### src/mcsd_pkg.sv
// Purpose: shared constants for the muting configuration switch decoder
// Assumes: 250 MHz system clock
// Notes: register map and field layout live here
package mcsd_pkg;
  localparam int unsigned MCSD_CLK_MHZ = 250;
  localparam int unsigned MCSD_BANK_W = 8;
  // Register byte offsets
  localparam logic [7:0] MCSD_OFF_STATUS = 8'h00;
  localparam logic [7:0] MCSD_OFF_MASK = 8'h04;
  localparam logic [7:0] MCSD_OFF_CONFIG = 8'h08;
  localparam logic [7:0] MCSD_OFF_LIVE = 8'h0c;
  localparam logic [7:0] MCSD_OFF_CTRL = 8'h10;
  // Status bit positions
  localparam int unsigned MCSD_ST_MISMATCH = 0;
  localparam int unsigned MCSD_ST_CHANGE = 1;
  localparam int unsigned MCSD_ST_MODE = 2;
  localparam int unsigned MCSD_ST_READY = 3;
  localparam int unsigned MCSD_ST_W = 4;
  // Switch positions within a bank
  localparam int unsigned MCSD_SW_SENSORS = 0;
  localparam int unsigned MCSD_SW_SEQ = 1;
  localparam int unsigned MCSD_SW_EXT = 2;
  localparam int unsigned MCSD_SW_RESTART = 3;
  localparam int unsigned MCSD_SW_MUTSRC = 4;
  localparam int unsigned MCSD_SW_RSTSRC = 5;
  localparam int unsigned MCSD_SW_TO_HI = 6;
  localparam int unsigned MCSD_SW_TO_LO = 7;
  // Reset values
  localparam logic [MCSD_ST_W-1:0] MCSD_MASK_RST = 4'h0;
  // Settle time after reset before the banks are captured
  localparam int unsigned MCSD_SETTLE_US = 10;
  localparam int unsigned MCSD_SETTLE_CYC = MCSD_SETTLE_US * MCSD_CLK_MHZ;
  // Timeout selections in seconds
  localparam logic [31:0] MCSD_TO_SEC_0 = 32'h0000_0014;
  localparam logic [31:0] MCSD_TO_SEC_1 = 32'h0000_0078;
  localparam logic [31:0] MCSD_TO_SEC_2 = 32'h0000_0258;
  localparam logic [31:0] MCSD_TO_SEC_3 = 32'h0005_7e40;
  // Seven-segment code base
  localparam logic [6:0] MCSD_SEG_BLANK = 7'h00;
  localparam logic [6:0] MCSD_SEG_ERR = 7'h79;
  typedef enum logic [2:0] {
    MCSD_ST_SETTLE = 3'b001,
    MCSD_ST_RUN = 3'b010,
    MCSD_ST_FAULT = 3'b100
  } mcsd_state_type;
endpackage : mcsd_pkg

### src/mcsd_sync.sv
// Purpose: two-stage synchroniser for a group of switch pins
// Assumes: inputs are slow, asynchronous levels
// Notes: first stage is read only by the second
`timescale 1ns/1ps
`default_nettype none
module mcsd_sync #(
  parameter int unsigned WIDTH = 16
) (
  input wire logic clk_sys_i,
  input wire logic reset_i,
  input wire logic [WIDTH-1:0] async_i,
  output logic [WIDTH-1:0] sync_o
);
  logic [WIDTH-1:0] stage1;

  always_ff @(posedge clk_sys_i) begin
    if (reset_i) begin
      stage1 <= '0;
      sync_o <= '0;
    end else begin
      stage1 <= async_i;
      sync_o <= stage1;
    end
  end
endmodule : mcsd_sync
`default_nettype wire

### src/mcsd_top.sv
// Purpose: capture, compare and decode the two configuration switch banks
// Assumes: switch pins are asynchronous; one 250 MHz clock
// Notes: any fault latches until reset and forces both safety outputs off
`timescale 1ns/1ps
`default_nettype none
module mcsd_top
  import mcsd_pkg::*;
#(
  parameter int unsigned SETTLE_CYC = MCSD_SETTLE_CYC
) (
  input wire logic clk_sys_i,
  input wire logic reset_i,
  input wire logic [MCSD_BANK_W-1:0] bank_a_i,
  input wire logic [MCSD_BANK_W-1:0] bank_b_i,
  input wire logic safety_enable_i,
  input wire logic psel_i,
  input wire logic penable_i,
  input wire logic pwrite_i,
  input wire logic [7:0] paddr_i,
  input wire logic [31:0] pwdata_i,
  input wire logic [3:0] pstrb_i,
  output logic [31:0] prdata_o,
  output logic pready_o,
  output logic pslverr_o,
  output logic irq_o,
  output logic safety_out_a_o,
  output logic safety_out_b_o,
  output logic fault_o,
  output logic config_valid_o,
  output logic four_sensor_o,
  output logic sequence_mode_o,
  output logic extension_en_o,
  output logic restart_local_o,
  output logic mute_from_first_muting_sensor_o,
  output logic reset_from_control_o,
  output logic [1:0] timeout_sel_o,
  output logic [31:0] timeout_sec_o,
  output logic [6:0] mode_num_o,
  output logic [6:0] seg_tens_o,
  output logic [6:0] seg_ones_o
);
  logic [2*MCSD_BANK_W-1:0] banks_sync;
  logic [MCSD_BANK_W-1:0] live_a;
  logic [MCSD_BANK_W-1:0] live_b;
  logic [MCSD_BANK_W-1:0] captured;
  mcsd_state_type state;
  logic [31:0] settle_cnt;
  logic mismatch_now;
  logic change_now;
  logic mode_bad_now;
  logic [MCSD_ST_W-1:0] status;
  logic [MCSD_ST_W-1:0] mask;
  logic [MCSD_ST_W-1:0] events;
  logic [MCSD_ST_W-1:0] fault_hold;
  logic [6:0] next_mode;
  logic mode_ok;
  logic wr_en;
  logic rd_en;
  logic addr_ok;

  // Switch pins are mechanical and asynchronous to the clock
  mcsd_sync #(
    .WIDTH(2 * MCSD_BANK_W)
  ) u_sync (
    .clk_sys_i(clk_sys_i),
    .reset_i(reset_i),
    .async_i({bank_b_i, bank_a_i}),
    .sync_o(banks_sync)
  );
  assign live_a = banks_sync[MCSD_BANK_W-1:0];
  assign live_b = banks_sync[2*MCSD_BANK_W-1:MCSD_BANK_W];

  // Start-up: wait for contacts to settle, capture once, then monitor
  always_ff @(posedge clk_sys_i) begin
    if (reset_i) begin
      state <= MCSD_ST_SETTLE;
      settle_cnt <= 32'h0000_0000;
      captured <= '0;
    end else begin
      unique case (state)
        MCSD_ST_SETTLE: begin
          if (settle_cnt >= SETTLE_CYC - 1) begin
            captured <= live_a;
            state <= (mismatch_now || !mode_ok) ? MCSD_ST_FAULT : MCSD_ST_RUN;
          end else begin
            settle_cnt <= settle_cnt + 32'h0000_0001;
          end
        end
        MCSD_ST_RUN: begin
          if (mismatch_now || change_now) begin
            state <= MCSD_ST_FAULT;
          end
        end
        MCSD_ST_FAULT: begin
          state <= MCSD_ST_FAULT;
        end
      endcase
    end
  end

  assign mismatch_now = (live_a != live_b);
  assign change_now = (state == MCSD_ST_RUN) &&
                      ((live_a != captured) || (live_b != captured));

  // Operating mode number from switches 1..6; 4-sensor only with sequence mode
  always_comb begin
    next_mode = 7'h00;
    mode_ok = 1'b1;
    if (live_a[MCSD_SW_SENSORS] && !live_a[MCSD_SW_SEQ]) begin
      mode_ok = 1'b0;
    end else begin
      next_mode = {1'b0, live_a[MCSD_SW_SENSORS], live_a[MCSD_SW_SEQ],
                   live_a[MCSD_SW_EXT], live_a[MCSD_SW_RESTART],
                   !live_a[MCSD_SW_MUTSRC], live_a[MCSD_SW_RSTSRC]} + 7'h01;
    end
  end
  assign mode_bad_now = (state == MCSD_ST_SETTLE) && (settle_cnt >= SETTLE_CYC - 1) &&
                        !mode_ok;

  // Decoded settings load from live bank A at the capture edge only, the same edge that fills the captured copy
  always_ff @(posedge clk_sys_i) begin
    if (reset_i) begin
      mode_num_o <= 7'h00;
      four_sensor_o <= 1'b0;
      sequence_mode_o <= 1'b0;
      extension_en_o <= 1'b0;
      restart_local_o <= 1'b0;
      mute_from_first_muting_sensor_o <= 1'b0;
      reset_from_control_o <= 1'b0;
      timeout_sel_o <= 2'h0;
    end else if (state == MCSD_ST_SETTLE && settle_cnt >= SETTLE_CYC - 1) begin
      mode_num_o <= next_mode;
      four_sensor_o <= live_a[MCSD_SW_SENSORS];
      sequence_mode_o <= live_a[MCSD_SW_SEQ];
      extension_en_o <= live_a[MCSD_SW_EXT];
      restart_local_o <= live_a[MCSD_SW_RESTART];
      mute_from_first_muting_sensor_o <= live_a[MCSD_SW_MUTSRC];
      reset_from_control_o <= live_a[MCSD_SW_RSTSRC];
      timeout_sel_o <= {live_a[MCSD_SW_TO_HI], live_a[MCSD_SW_TO_LO]};
    end
  end

  // Held in a flop beside the selection so both move at the capture edge only
  always_ff @(posedge clk_sys_i) begin
    if (reset_i) begin
      timeout_sec_o <= MCSD_TO_SEC_0;
    end else if (state == MCSD_ST_SETTLE && settle_cnt >= SETTLE_CYC - 1) begin
      unique case ({live_a[MCSD_SW_TO_HI], live_a[MCSD_SW_TO_LO]})
        2'h0: timeout_sec_o <= MCSD_TO_SEC_0;
        2'h1: timeout_sec_o <= MCSD_TO_SEC_1;
        2'h2: timeout_sec_o <= MCSD_TO_SEC_2;
        2'h3: timeout_sec_o <= MCSD_TO_SEC_3;
      endcase
    end
  end

  // Seven-segment digits, segments g..a
  function automatic logic [6:0] mcsd_seg(input logic [3:0] d);
    logic [6:0] s;
    s = MCSD_SEG_BLANK;
    unique case (d)
      4'h0: s = 7'h3f;
      4'h1: s = 7'h06;
      4'h2: s = 7'h5b;
      4'h3: s = 7'h4f;
      4'h4: s = 7'h66;
      4'h5: s = 7'h6d;
      4'h6: s = 7'h7d;
      4'h7: s = 7'h07;
      4'h8: s = 7'h7f;
      4'h9: s = 7'h6f;
      default: s = MCSD_SEG_BLANK;
    endcase
    return s;
  endfunction : mcsd_seg

  always_ff @(posedge clk_sys_i) begin
    if (reset_i) begin
      seg_tens_o <= MCSD_SEG_BLANK;
      seg_ones_o <= MCSD_SEG_BLANK;
    end else if (state == MCSD_ST_FAULT) begin
      seg_tens_o <= MCSD_SEG_ERR;
      seg_ones_o <= MCSD_SEG_BLANK;
    end else if (state == MCSD_ST_RUN) begin
      seg_tens_o <= mcsd_seg(4'(mode_num_o / 7'h0a));
      seg_ones_o <= mcsd_seg(4'(mode_num_o % 7'h0a));
    end
  end

  // Sticky status: set wins over write-one-to-clear
  assign events[MCSD_ST_MISMATCH] = mismatch_now && (state != MCSD_ST_FAULT) &&
                                    (state == MCSD_ST_RUN || mode_bad_now ||
                                     (state == MCSD_ST_SETTLE && settle_cnt >= SETTLE_CYC - 1));
  assign events[MCSD_ST_CHANGE] = change_now;
  assign events[MCSD_ST_MODE] = mode_bad_now;
  assign events[MCSD_ST_READY] = (state == MCSD_ST_SETTLE) && (settle_cnt >= SETTLE_CYC - 1) &&
                                 mode_ok && !mismatch_now;

  always_ff @(posedge clk_sys_i) begin
    if (reset_i) begin
      status <= '0;
    end else begin
      for (int i = 0; i < MCSD_ST_W; i++) begin
        if (events[i]) begin
          status[i] <= 1'b1;
        end else if (wr_en && paddr_i == MCSD_OFF_STATUS && pstrb_i[0] && pwdata_i[i]) begin
          status[i] <= 1'b0;
        end
      end
    end
  end

  // Fault cause kept separately so clearing status cannot drop the fault pin
  always_ff @(posedge clk_sys_i) begin
    if (reset_i) begin
      fault_hold <= '0;
    end else begin
      fault_hold <= fault_hold | {1'b0, events[MCSD_ST_MODE:0]};
    end
  end

  always_ff @(posedge clk_sys_i) begin
    if (reset_i) begin
      fault_o <= 1'b0;
      safety_out_a_o <= 1'b0;
      safety_out_b_o <= 1'b0;
    end else begin
      fault_o <= (state == MCSD_ST_FAULT) || (|fault_hold);
      safety_out_a_o <= (state == MCSD_ST_RUN) && !mismatch_now && !change_now &&
                        safety_enable_i;
      safety_out_b_o <= (state == MCSD_ST_RUN) && !mismatch_now && !change_now &&
                        safety_enable_i;
    end
  end
  assign config_valid_o = (state == MCSD_ST_RUN);
  assign irq_o = |(status & mask);

  // APB slave, zero wait states
  assign pready_o = 1'b1;
  assign addr_ok = (paddr_i == MCSD_OFF_STATUS) || (paddr_i == MCSD_OFF_MASK) ||
                   (paddr_i == MCSD_OFF_CONFIG) || (paddr_i == MCSD_OFF_LIVE) ||
                   (paddr_i == MCSD_OFF_CTRL);
  assign pslverr_o = psel_i && penable_i && !addr_ok;
  assign wr_en = psel_i && penable_i && pwrite_i;
  assign rd_en = psel_i && !penable_i && !pwrite_i;

  always_ff @(posedge clk_sys_i) begin
    if (reset_i) begin
      mask <= MCSD_MASK_RST;
    end else if (wr_en && paddr_i == MCSD_OFF_MASK && pstrb_i[0]) begin
      mask <= pwdata_i[MCSD_ST_W-1:0];
    end
  end

  always_ff @(posedge clk_sys_i) begin
    if (reset_i) begin
      prdata_o <= 32'h0000_0000;
    end else if (rd_en) begin
      unique case (paddr_i)
        MCSD_OFF_STATUS: prdata_o <= {28'h0000000, status};
        MCSD_OFF_MASK: prdata_o <= {28'h0000000, mask};
        MCSD_OFF_CONFIG: prdata_o <= {17'h00000, mode_num_o, captured};
        MCSD_OFF_LIVE: prdata_o <= {16'h0000, live_b, live_a};
        MCSD_OFF_CTRL: prdata_o <= {29'h00000000, state};
        default: prdata_o <= 32'h0000_0000;
      endcase
    end
  end

  mismatch_off_a: assert property (@(posedge clk_sys_i) disable iff (reset_i)
    mismatch_now |=> !safety_out_a_o && !safety_out_b_o)
    else $error("safety output on with banks disagreeing");
  change_fault_a: assert property (@(posedge clk_sys_i) disable iff (reset_i)
    change_now |=> state == MCSD_ST_FAULT ##1 fault_o)
    else $error("switch change did not latch a fault");
  fault_sticky_a: assert property (@(posedge clk_sys_i) disable iff (reset_i)
    state == MCSD_ST_FAULT |=> state == MCSD_ST_FAULT [*3])
    else $error("fault state left without reset");
  mode_bad_a: assert property (@(posedge clk_sys_i) disable iff (reset_i)
    mode_bad_now |=> state == MCSD_ST_FAULT && status[MCSD_ST_MODE])
    else $error("illegal mode not flagged");
  fault_pin_a: assert property (@(posedge clk_sys_i) disable iff (reset_i)
    state == MCSD_ST_FAULT |=> fault_o)
    else $error("fault pin low in fault state");
  no_fault_a: assert property (@(posedge clk_sys_i) disable iff (reset_i)
    $rose(fault_o) |-> $past(state) == MCSD_ST_FAULT || $past(|fault_hold))
    else $error("fault pin raised without cause");
  decode_sensors_a: assert property (@(posedge clk_sys_i) disable iff (reset_i)
    state == MCSD_ST_RUN |-> four_sensor_o == captured[MCSD_SW_SENSORS] &&
    restart_local_o == captured[MCSD_SW_RESTART])
    else $error("decoded setting differs from captured bank");
  decode_misc_a: assert property (@(posedge clk_sys_i) disable iff (reset_i)
    state == MCSD_ST_RUN |-> extension_en_o == captured[MCSD_SW_EXT] &&
    mute_from_first_muting_sensor_o == captured[MCSD_SW_MUTSRC] &&
    reset_from_control_o == captured[MCSD_SW_RSTSRC])
    else $error("decoded source setting wrong");
  timeout_map_a: assert property (@(posedge clk_sys_i) disable iff (reset_i)
    timeout_sel_o == 2'h2 |-> timeout_sec_o == MCSD_TO_SEC_2)
    else $error("timeout selection decoded wrong");
  display_a: assert property (@(posedge clk_sys_i) disable iff (reset_i)
    $rose(state == MCSD_ST_RUN) |=> seg_ones_o != MCSD_SEG_BLANK)
    else $error("display blank after start-up");
  // Outputs must be low in the cycle after any cycle the block is not in run
  off_outside_run_a: assert property (@(posedge clk_sys_i) disable iff (reset_i)
    !config_valid_o |=> !safety_out_a_o && !safety_out_b_o)
    else $error("safety output on outside run state");
  fault_outputs_a: assert property (@(posedge clk_sys_i) disable iff (reset_i)
    fault_o |-> !safety_out_a_o && !safety_out_b_o)
    else $error("safety output on while fault pin high");
  decode_mode_a: assert property (@(posedge clk_sys_i) disable iff (reset_i)
    state == MCSD_ST_RUN |-> sequence_mode_o == captured[MCSD_SW_SEQ] &&
    timeout_sel_o == {captured[MCSD_SW_TO_HI], captured[MCSD_SW_TO_LO]})
    else $error("muting mode or timeout selection differs from capture");
  legal_run_a: assert property (@(posedge clk_sys_i) disable iff (reset_i)
    state == MCSD_ST_RUN |-> !(captured[MCSD_SW_SENSORS] && !captured[MCSD_SW_SEQ]))
    else $error("run entered with a forbidden mode");
  change_flag_a: assert property (@(posedge clk_sys_i) disable iff (reset_i)
    change_now |=> status[MCSD_ST_CHANGE])
    else $error("switch change not flagged in status");
  banks_equal_a: assert property (@(posedge clk_sys_i) disable iff (reset_i)
    safety_out_a_o |-> !$past(mismatch_now))
    else $error("safety output on after banks disagreed");
  c_run: cover property (@(posedge clk_sys_i) disable iff (reset_i)
    $rose(safety_out_a_o));
  c_change: cover property (@(posedge clk_sys_i) disable iff (reset_i) change_now);
  c_mode: cover property (@(posedge clk_sys_i) disable iff (reset_i) mode_bad_now);
  c_irq: cover property (@(posedge clk_sys_i) disable iff (reset_i) $rose(irq_o));
  c_start_fault: cover property (@(posedge clk_sys_i) disable iff (reset_i)
    state == MCSD_ST_SETTLE ##1 state == MCSD_ST_FAULT);
endmodule : mcsd_top
`default_nettype wire

### config.mk
export PLATFORM = sky130hd
export DESIGN_NAME = mcsd_top
export DESIGN_NICKNAME = d
export VERILOG_FILES = /design/src/mcsd_pkg.sv /design/src/mcsd_sync.sv /design/src/mcsd_top.sv
export SDC_FILE = /design/constraint.sdc
export NUM_CORES = 1
export LEC_CHECK = 0
export BUFFER_PORTS_ARGS = -buffer_cell sky130_fd_sc_hd__buf_4
export CORE_MARGIN = 2
export CORE_UTILIZATION = 57
export CTS_BUF_LIST = sky130_fd_sc_hd__clkbuf_4 sky130_fd_sc_hd__clkbuf_8 sky130_fd_sc_hd__clkbuf_16
export DETAILED_ROUTE_END_ITERATION = 12
export PLACE_DENSITY_LB_ADDON = 0.25
export SYNTH_ARGS = -nofsm -noshare
export SYNTH_HDL_FRONTEND = slang
export SYNTH_SLANG_ARGS = --single-unit
### constraint.sdc
create_clock -name clk_sys_i -period 6.1 [get_ports clk_sys_i]
set_clock_uncertainty 0.2 [all_clocks]
set_input_delay 1.83 -clock clk_sys_i [delete_from_list [all_inputs] [get_ports clk_sys_i]]
set_output_delay 1.83 -clock clk_sys_i [all_outputs]
set_load 0.02 [all_outputs]
* Word-level counts from Yosys, hierarchy flattened *
Memory sizes are Yosys's and may differ from the RTL's. A register that Yosys moved wholly into a read port is not among the register bits.
Index checks and enable logic that the tools add are counted.
Widths: inputs -> output; s select.

word-level totals
  flip-flop bits (word level) = 175
  bits in latches = 0
  memory bits (writable) = 0
  memory bits (read-only) = 224
  bits of input ports = 66
  output and inout port bits = 100
  logic and storage cells = 123
  memories = 2

memories
  memory           depth  bits a word  read ports  clocked after memory_dff  write ports  line             text
  (no name shown)  16     7            1           0                         0            mcsd_top.sv:161  unique case (d)
  (no name shown)  16     7            1           1                         0            mcsd_top.sv:161

cells by class
  add/subtract/negate cells = 2
  $mul = 0
  div/mod/pow operators = 2
  order comparisons = 1
  eq/ne operators = 16
  shift-type cells = 0
  muxes and demuxes = 18
  bitwise logic cells = 3
  reduce and logical (&&, ||, !) cells = 54

operators with widths
  operator               count
  $pmux 32 s4            1
  $pmux 16 s5            1
  $add 32x1->32 const B  1
  $ge 32x12->1 const B   1
  $logic_and 1x1->1      24
  $ne 8x8->1             3
  $mux 7                 3
  $eq 8x4->1 const B     2
  $logic_or 1x1->1       10
  $reduce_bool 2->1      5
  $mux 1                 9
  $mux 3                 3
  $pmux 3 s3             1
  $eq 8x3->1 const B     1
  $eq 8x5->1 const B     1
  $logic_not 8->1        1
  $reduce_or 4->1        2
  $add 6x1->7 const B    1
  $div 7x4->7 const B    1
  $logic_not 1->1        7
  $mod 7x4->7 const B    1
  $reduce_and 2->1       3
  $and 4x4->4            1
  $eq 2x2->1 const B     2
  other kinds (11)       11

* Depth between registers and ports, before layout *
Gate-level depths: netlist of the first run.

  depth after elaboration = 7
  gate-level depth with buffers = 17
  mapped depth without buffers = 15

* Cells and area by module *
From an unflattened synthesis of the first run, not the netlist that was laid out.

unflattened totals
  cells, all modules = 755
  area total of the unflattened synthesis = 6,483.7 um^2

modules (own cells, without submodules)
  module     instances  cells each  area an instance (um^2)  seq. area each (um^2)
  mcsd_top   1          688         5,620.4                  2,001.9
  mcsd_sync  1          67          863.3                    640.6

* Worst setup path before layout of the first run *
No wires, ideal clock.

  path type = in2out
  from = input paddr_i[0]
  to = output pslverr_o
  arrival time = 2.841 ns
  setup slack = 1.229 ns
  stages on the path = 3
  cells stage by stage = or4_1 > nor2_1 > a21oi_1

on the way
  word-level cells in the longest chain between the ends = 7
  elaborated cells on any way between the ends = 11
  those cells by class = eq/ne: 4; reduce/logical: 7

ends and longest elaborated chain
  item                                                  line             text
  from (decl)                                           mcsd_top.sv:19   input wire logic [7:0] paddr_i,
  $eq 8x3->1 / $logic_not 8->1 (equally long branches)  mcsd_top.sv:240  assign addr_ok = (paddr_i == MCSD_OFF_STATUS) || (paddr_i == MCSD_OFF_MASK) ||
  $logic_or 1x1->1 (2 in a row)                         mcsd_top.sv:240
  $logic_or 1x1->1                                      mcsd_top.sv:241  (paddr_i == MCSD_OFF_CONFIG) || (paddr_i == MCSD_OFF_LIVE) ||
  $logic_or 1x1->1 *                                    mcsd_top.sv:241
  $logic_not 1->1 *                                     mcsd_top.sv:243  assign pslverr_o = psel_i && penable_i && !addr_ok;
  $logic_and 1x1->1 *                                   mcsd_top.sv:243
  to (decl)                                             mcsd_top.sv:24   output logic pslverr_o,

Mark *: on every way between the ends. The rest lies on a longest branch, timed or not.

* Worst setup path in the final report of the first run *
Same ends and word-level chain as after synthesis.

==> results of run 1 <==
[metrics by stage]
stage                       util  hold slack (ps)  instances  worst slack (ps)
final                     0.6924            233.5        951             934.4
after global routing      0.6924            253.9        951             868.6
after CTS                 0.6924            237.1        951             951.0
after detailed placement  0.6379            221.2        919             973.9
after global placement    0.6379            226.7        919              1000
after floorplan                -            213.8        766              1229
[registers in the layout, indices dropped and copies added, names as in the netlist]
| name | flops |
|---|---|
| u_sync.sync_o | 16 |
| state | 3 |
| mask | 4 |
| u_sync.stage1 | 16 |
| seg_tens_o | 7 |
| fault_hold | 3 |
| status | 4 |
| prdata_o | 16 |
| timeout_sel_o | 1 |
| safety_out_b_o | 1 |
| timeout_sec_o | 7 |
| settle_cnt | 32 |
| captured | 7 |
| fault_o | 1 |
| seg_ones_o | 7 |
| mode_num_o | 7 |
[worst paths after layout]
kind | slack, ps | start | cells past startpoint | end
worst max-delay path | 930 | paddr_i[0] | 5 | pslverr_o
worst max register to register | 1400 | mode_num_o[5] | 14 | seg_tens_o[6]
worst min register to register | 230 | u_sync.stage1[8] | 1 | u_sync.sync_o[8]
worst min-delay path | 230 | u_sync.stage1[8] | 1 | u_sync.sync_o[8]
[cell usage in the layout, fill, tap and decap left out, types with 3 or more instances in the layout]
cell type / count
nor4_1: 12
buf_4: 102
nand3_1: 19
o22ai_1: 6
a21o_1: 3
dfxtp_1: 132
a22oi_1: 8
nor3_1: 24
o21ai_0: 12
o221ai_1: 4
a21oi_1: 36
nand4_1: 5
a221oi_1: 5
inv_1: 16
nand2_1: 42
and3_1: 10
nor3b_1: 5
mux2i_1: 23
a211oi_1: 3
clkinv_4: 5
nor2_1: 81
xnor2_1: 19
nand3b_1: 3
a222oi_1: 11
o211ai_1: 5
and4_1: 3
nand2b_1: 11
clkbuf_16: 17
xor2_1: 5
o31ai_1: 4
mux2_2: 3
nor2b_1: 60
conb_1: 36
a31oi_1: 5
ha_1: 19
[routing by layer]
| metal | vias to the layer above | wire length (um) | part of all wire | track usage |
|---|---|---|---|---|
| li1 | 2608 | - | - | - |
| met1 | 2573 | 6343 | 0.42 | 0.3114 |
| met2 | 197 | 7635 | 0.50 | 0.4303 |
| met3 | 25 | 957 | 0.063 | 0.06467 |
| met4 | 0 | 314 | 0.021 | 0.1054 |
| met5 | - | 0 | 0 | 0 |
[cell families after synthesis]
family                   Yosys count  share of synthesized area
AND/OR/NAND/NOR                  294                     0.2381
flip-flops                       132                     0.4109
AO/OA/AOI/OAI                    125                     0.1389
buffers and inverters            107                    0.09261
multiplexers                      27                    0.04455
XOR/XNOR                          25                    0.03521
adder cells (fa/ha/maj)           20                    0.03852
other                              2                   0.001168
[layout make-up]
type | instances | area [um^2]
clock inverters | 11 | 128.9
fillers | 876 | 3363
flip-flops and latches | 132 | 2643
well taps | 140 | 175.2
inverters | 18 | 67.56
multi-input cells | 527 | 3324
clock buffers | 21 | 467.9
repair buffers | 102 | 765.7
[power by group]
group	switching, mW	total [mW]	internal (mW)
logic	0.0830	0.133	0.0497
clock network	0.374	1.01	0.633
registers	0.0207	0.905	0.884
==> impl_metrics.toml, run 1 <==
[run_status]
outcome = "complete, no violations"

[clock_tree]
clk_latency_ps = 420
cts_tree = "built"
cts_repair_resize_count = 0
clockRootBuffer = "clkbuf_16"
holdBufCountCts = 0
h-tree-depth = 4
cts_num_sinks = 132
cts_setup_buffers = 0
clk_pin_slew_worst_paths_ps = 50
cts_buffers = 17
clk_path_buf_depth = 2

[finish]
nets = 883
layout-drive-gt1-share = 0.1825
num_antenna_cells = 0
syn_to_final_growth_pct = 17.74
fin_area_mm2 = 0.007572

[global_routing]
grt_overflow = 0
grt_max_degree = 75
grt_pass1_vias = 5006
grt_antenna_before_repair = 0
track_usage = 0.2555
grt_pass1_wl_um = 24220

[routing]
final_antenna_net_count = 0
wl_per_cell_um = 16.04
drc = 0
viasPerCell = 5.681
vias = 5403
dr.first_iter.drc_count = 498
drtPass1Iterations = 5
wirelength_um = 15250

[synth]
ys_seq_area_frac = 0.4109
synth_edf_count = 0
synth.most_common_cell = "dfxtp_1"
synth_warnings = 0
synth_top_cell_by_area = "dfxtp_1"
syn_inst = 732
ys.flop_type = "dfxtp_1"
ys_seq_elements = 132
synth_top_area_share = 0.4109
synth_cell_types = 73
synthTopCellsByArea = "dfxtp_1 41%, nor2b_1 5.8%, buf_4 5.0%"
synth_top_cells_by_count = "132 x dfxtp_1, 81 x nor2_1, 60 x nor2b_1"
async_flop_share = 0
post_synth_instance_area_mm2 = 0.006431
syn_avg_cell_area_um2 = 8.786

[power_and_ir_drop]
power.density_mw_per_mm2 = 270.0
ir_worst_vdd_mv = 0.2500
power.total_mw = 2.045
p_leak_nw = 3.084

[timing]
max_slew_margin = 0.2689
rsz0062_at_grt = "no"
period_minus_slack_ps = 5166
min_period_over_period = 0.8468
fmax_mhz = 193.6
tightest_slew_ps = 1095
setup-violations-final = 0
slew_viol_final = 0
fin_tns_setup_ps = 0
report.final.hold_viol_count = 0

[critical_path]
path_class = "input pin to output pin"
required_ps = 4070
slowest_delay_ps = 540
cp.arrival_ps = 3140
crit_top_cell = "buf_4"
endpoint_kind = "output pin"
path_max_fanout = 7
cp_num_buf_inv = 2
crit_chain = "buf_4, or4_1, nor2_1, a21oi_1, buf_4"
crit_family = "simple AND/OR/NAND/NOR gates"
worst_path_max_delay_cell = "or4_1"
worst_setup_path_start_kind = "input pin"

[placement]
placed_area_mm2 = 0.006975
place_hpwl_um = 10450
gp_congestion = 0.9055
port_buffers = 98

[min_path]
hold_class = "register to register"

[floorplanning]
initial_core_util = 0.5881
row_count = 38
die-area_mm2 = 0.01215
die_x_um = 110.2
fp.coreArea_mm2 = 0.01094
chipHeight_um = 110.2
io_pins = 166

[flow_run]
drv_cap = 0
Note: power is estimated with default switching activity, not from simulation.
==> inputs of run 2 (changes only) <==
--- a/config.mk
+++ b/config.mk
@@ -5,9 +5,10 @@
 export SDC_FILE = /design/constraint.sdc
 export NUM_CORES = 1
 export LEC_CHECK = 0
+export ABC_AREA = 1
 export BUFFER_PORTS_ARGS = -buffer_cell sky130_fd_sc_hd__buf_4
 export CORE_MARGIN = 2
-export CORE_UTILIZATION = 57
+export CORE_UTILIZATION = 48
 export CTS_BUF_LIST = sky130_fd_sc_hd__clkbuf_4 sky130_fd_sc_hd__clkbuf_8 sky130_fd_sc_hd__clkbuf_16
 export DETAILED_ROUTE_END_ITERATION = 12
 export PLACE_DENSITY_LB_ADDON = 0.25
==> constraint.sdc (replaced) <==
create_clock -name clk_sys_i -period 4.25 [get_ports clk_sys_i]
set_clock_uncertainty 0.2 [all_clocks]
set_input_delay 1.275 -clock clk_sys_i [delete_from_list [all_inputs] [get_ports clk_sys_i]]
set_output_delay 1.275 -clock clk_sys_i [all_outputs]
set_load 0.02 [all_outputs]
==> run 2 against run 1 <==
Routed wire length decreased by 10%. Cell count increased by 18%. Via count decreased by 0.35%. First-iteration DRC count decreased by 33%. Register-to-register slack got worse by 620 ps. Combinational power increased to 2.7 times the previous value. Sequential power increased by 49%. Global-route usage decreased by 5.2 points. Synthesized cell count increased by 16%. Worst setup slack got worse by 610 ps. Count of clock-buffer cells in the layout decreased by 4. Sequential share of layout area increased by 0.36 points. Largest power group is now sequential cells. Highest routed layer unchanged.
==> impl_metrics.toml, run 2 <==
[synth]
ys_seq_elements = 132
synth_top_cells_by_count = "142 x nand2_1, 132 x dfxtp_1, 131 x inv_1"
async_flop_share = 0
synthTopCellsByArea = "dfxtp_1 42%, nand2_1 8.6%, inv_1 7.9%"
synth_edf_count = 0
syn_inst = 846
ys_seq_area_frac = 0.4247
post_synth_instance_area_mm2 = 0.006222
synth_top_cell_by_area = "dfxtp_1"
ys.flop_type = "dfxtp_1"
syn_avg_cell_area_um2 = 7.355
synth_cell_types = 47
synth_top_area_share = 0.4247
synth_warnings = 0
synth.most_common_cell = "nand2_1"

[clock_tree]
clk_latency_ps = 420
cts_repair_resize_count = 0
cts_num_sinks = 132
clk_pin_slew_worst_paths_ps = 60
cts_buffers = 17
cts_tree = "built"
holdBufCountCts = 0
h-tree-depth = 4
clockRootBuffer = "clkbuf_16"
clk_path_buf_depth = 2
cts_setup_buffers = 0

[min_path]
hold_class = "register to register"
hold_path.startpoint = "u_sync.stage1[2]"

[routing]
dr.first_iter.drc_count = 335
wl_per_cell_um = 12.20
drc = 0
wirelength_um = 13690
vias = 5384
drtPass1Iterations = 4
final_antenna_net_count = 0
viasPerCell = 4.799

[timing]
report.final.hold_viol_count = 0
fin_tns_setup_ps = 0
min_period_over_period = 0.9241
setup-violations-final = 0
period_minus_slack_ps = 3927
slew_viol_final = 0
rsz0062_at_grt = "no"
tightest_slew_ps = 936.1
fin_hold_ws_ps = 198.8
max_slew_margin = 0.3759
fmax_mhz = 254.6

[power_and_ir_drop]
power.density_mw_per_mm2 = 408.3
clkPwrFrac = 0.442
p_int_mw = 2.192
switching_power_uw = 868.4
ir_worst_vdd_mv = 0.2170
p_seq_frac = 0.440
p_leak_nw = 3.423
switching_share = 0.2837
combinationalPowerShare = 0.118

[critical_path]
crit_path_end = "pslverr_o"
cp_num_buf_inv = 3
cp.arrival_ps = 2450
path_max_fanout = 4
endpoint_kind = "output pin"
slowest_delay_ps = 350
cp.depth = 6
timing.rr.start = "mode_num_o[6]"
worst_setup_path_start_kind = "input pin"
required_ps = 2770
crit_top_cell = "buf_4"
reg2reg_slack_ps = 780
worst_path_max_delay_cell = "nor4_1"
crit_start = "paddr_i[5]"
timing.rr.end = "seg_ones_o[1]"
reg2reg_depth = 24
crit_family = "buffers and inverters"
path_class = "input pin to output pin"
crit_chain = "buf_4, nor4_1, inv_1, o21ai_0, nor2_1, buf_4"

[finish]
seqCellArea_mm2 = 0.002643
num_antenna_cells = 0
largest_register_ffs = 32
syn_to_final_growth_pct = 20.47
regMostFlops = "settle_cnt"
nets = 1022
fillers = 1215
layout.cells.most_common = "nand2_1"
layout-drive-gt1-share = 0.1768
mostFrequentLayoutCells = "142 x nand2_1, 132 x dfxtp_1, 131 x inv_1"
multiInputGateArea_mm2 = 0.002783

[global_routing]
grt_overflow = 0
grt_max_degree = 95
grt_pass1_vias = 4739
track_usage = 0.2037
grt_pass1_wl_um = 22810
grt_antenna_before_repair = 0

[floorplanning]
fp.coreArea_mm2 = 0.01262
die_x_um = 117.9
initial_core_util = 0.4931
chipHeight_um = 117.9
row_count = 41
die-area_mm2 = 0.01389
io_pins = 166

[placement]
port_buffers = 98
gp_congestion = 0.8965
place_hpwl_um = 9882

[run_status]
outcome = "complete, no violations"

[flow_run]
drv_cap = 0
## run 2: cell count changes in the layout (fill, tap and decap cells not counted), moves of 14 or more
| cell | change |
|---|---|
| o21ai_0 | +24 |
| a21oi_1 | +35 |
| nand3_1 | +17 |
| mux2i_1 | -23 |
| nor2b_1 | -60 |
| nor2_1 | +18 |
| xnor2_1 | -14 |
| nand2_1 | +100 |
| inv_1 | +115 |
## run 2: power by group through the flow
stage / Sequential, mW / Combinational, mW / Clock (mW)
after floorplan: 1.40 / 0.241 / 0
after global placement: 1.37 / 0.359 / 0
after detailed placement: 1.37 / 0.360 / 0
after CTS: 1.35 / 0.362 / 1.38
after global routing: 1.36 / 0.405 / 1.44
final: 1.35 / 0.360 / 1.35
## run 2: area by class of cell
| type | count | share of cell area |
|---|---|---|
| Clock buffer | 17 | 0.05675 |
| Clock inverter | 15 | 0.01686 |
| Inverter | 137 | 0.06877 |
| Multi-Input combinational cell | 544 | 0.3712 |
| Sequential cell | 132 | 0.3525 |
| Tap cell | 172 | 0.02871 |
| Timing Repair Buffer | 105 | 0.1052 |
## run 2: cell families after synthesis
logic type | count (synthesis) | synth area share
other cells | 2 | 0.001207
xor+xnor | 13 | 0.01830
fa+ha+maj | 19 | 0.03821
flops | 132 | 0.4247
compound gates | 137 | 0.1217
buf+inv | 204 | 0.1494
simple gates | 339 | 0.2465
## run 2: layer usage
metal  share of wire  vias up  track usage
li1                -     2799            -
met1            0.47     2393       0.2648
met2            0.45      169       0.3205
met3           0.060       23      0.05281
met4           0.019        0      0.08660
met5               0        -            0
## run 2: worst min-delay path by stage
stage	endpoint	slack (ps)	cells past startpoint
after detailed placement	u_sync.sync_o[2]	190	2
final	u_sync.sync_o[2]	200	2
after global placement	u_sync.sync_o[8]	190	2
after floorplan	u_sync.sync_o[0]	190	2
after global routing	u_sync.sync_o[0]	210	2
after CTS	u_sync.sync_o[2]	200	2
## run 2: metrics by stage
step | total power [mW] | cell area (um^2) | worst slack, ps | cells | utilization
2_1_floorplan | 1.640 | 6350 | 706.8 | 880 | -
3_3_place_gp | 1.731 | 6944 | 361.5 | 1090 | 0.5503
3_5_place_dp | 1.734 | 6944 | 330.5 | 1090 | 0.5503
4_1_cts | 3.084 | 7496 | 327.5 | 1122 | 0.5940
5_1_grt | 3.198 | 7496 | 187.8 | 1122 | 0.5940
6_report | 3.061 | 7496 | 322.5 | 1122 | 0.5940
## run 2: tightest hold or removal path: cells and delay by family, from the launching register on
kind                   cells  cell delay, ps
and+or+nand+nor            1              30
buffers and inverters      1              40
DFF                        1             290
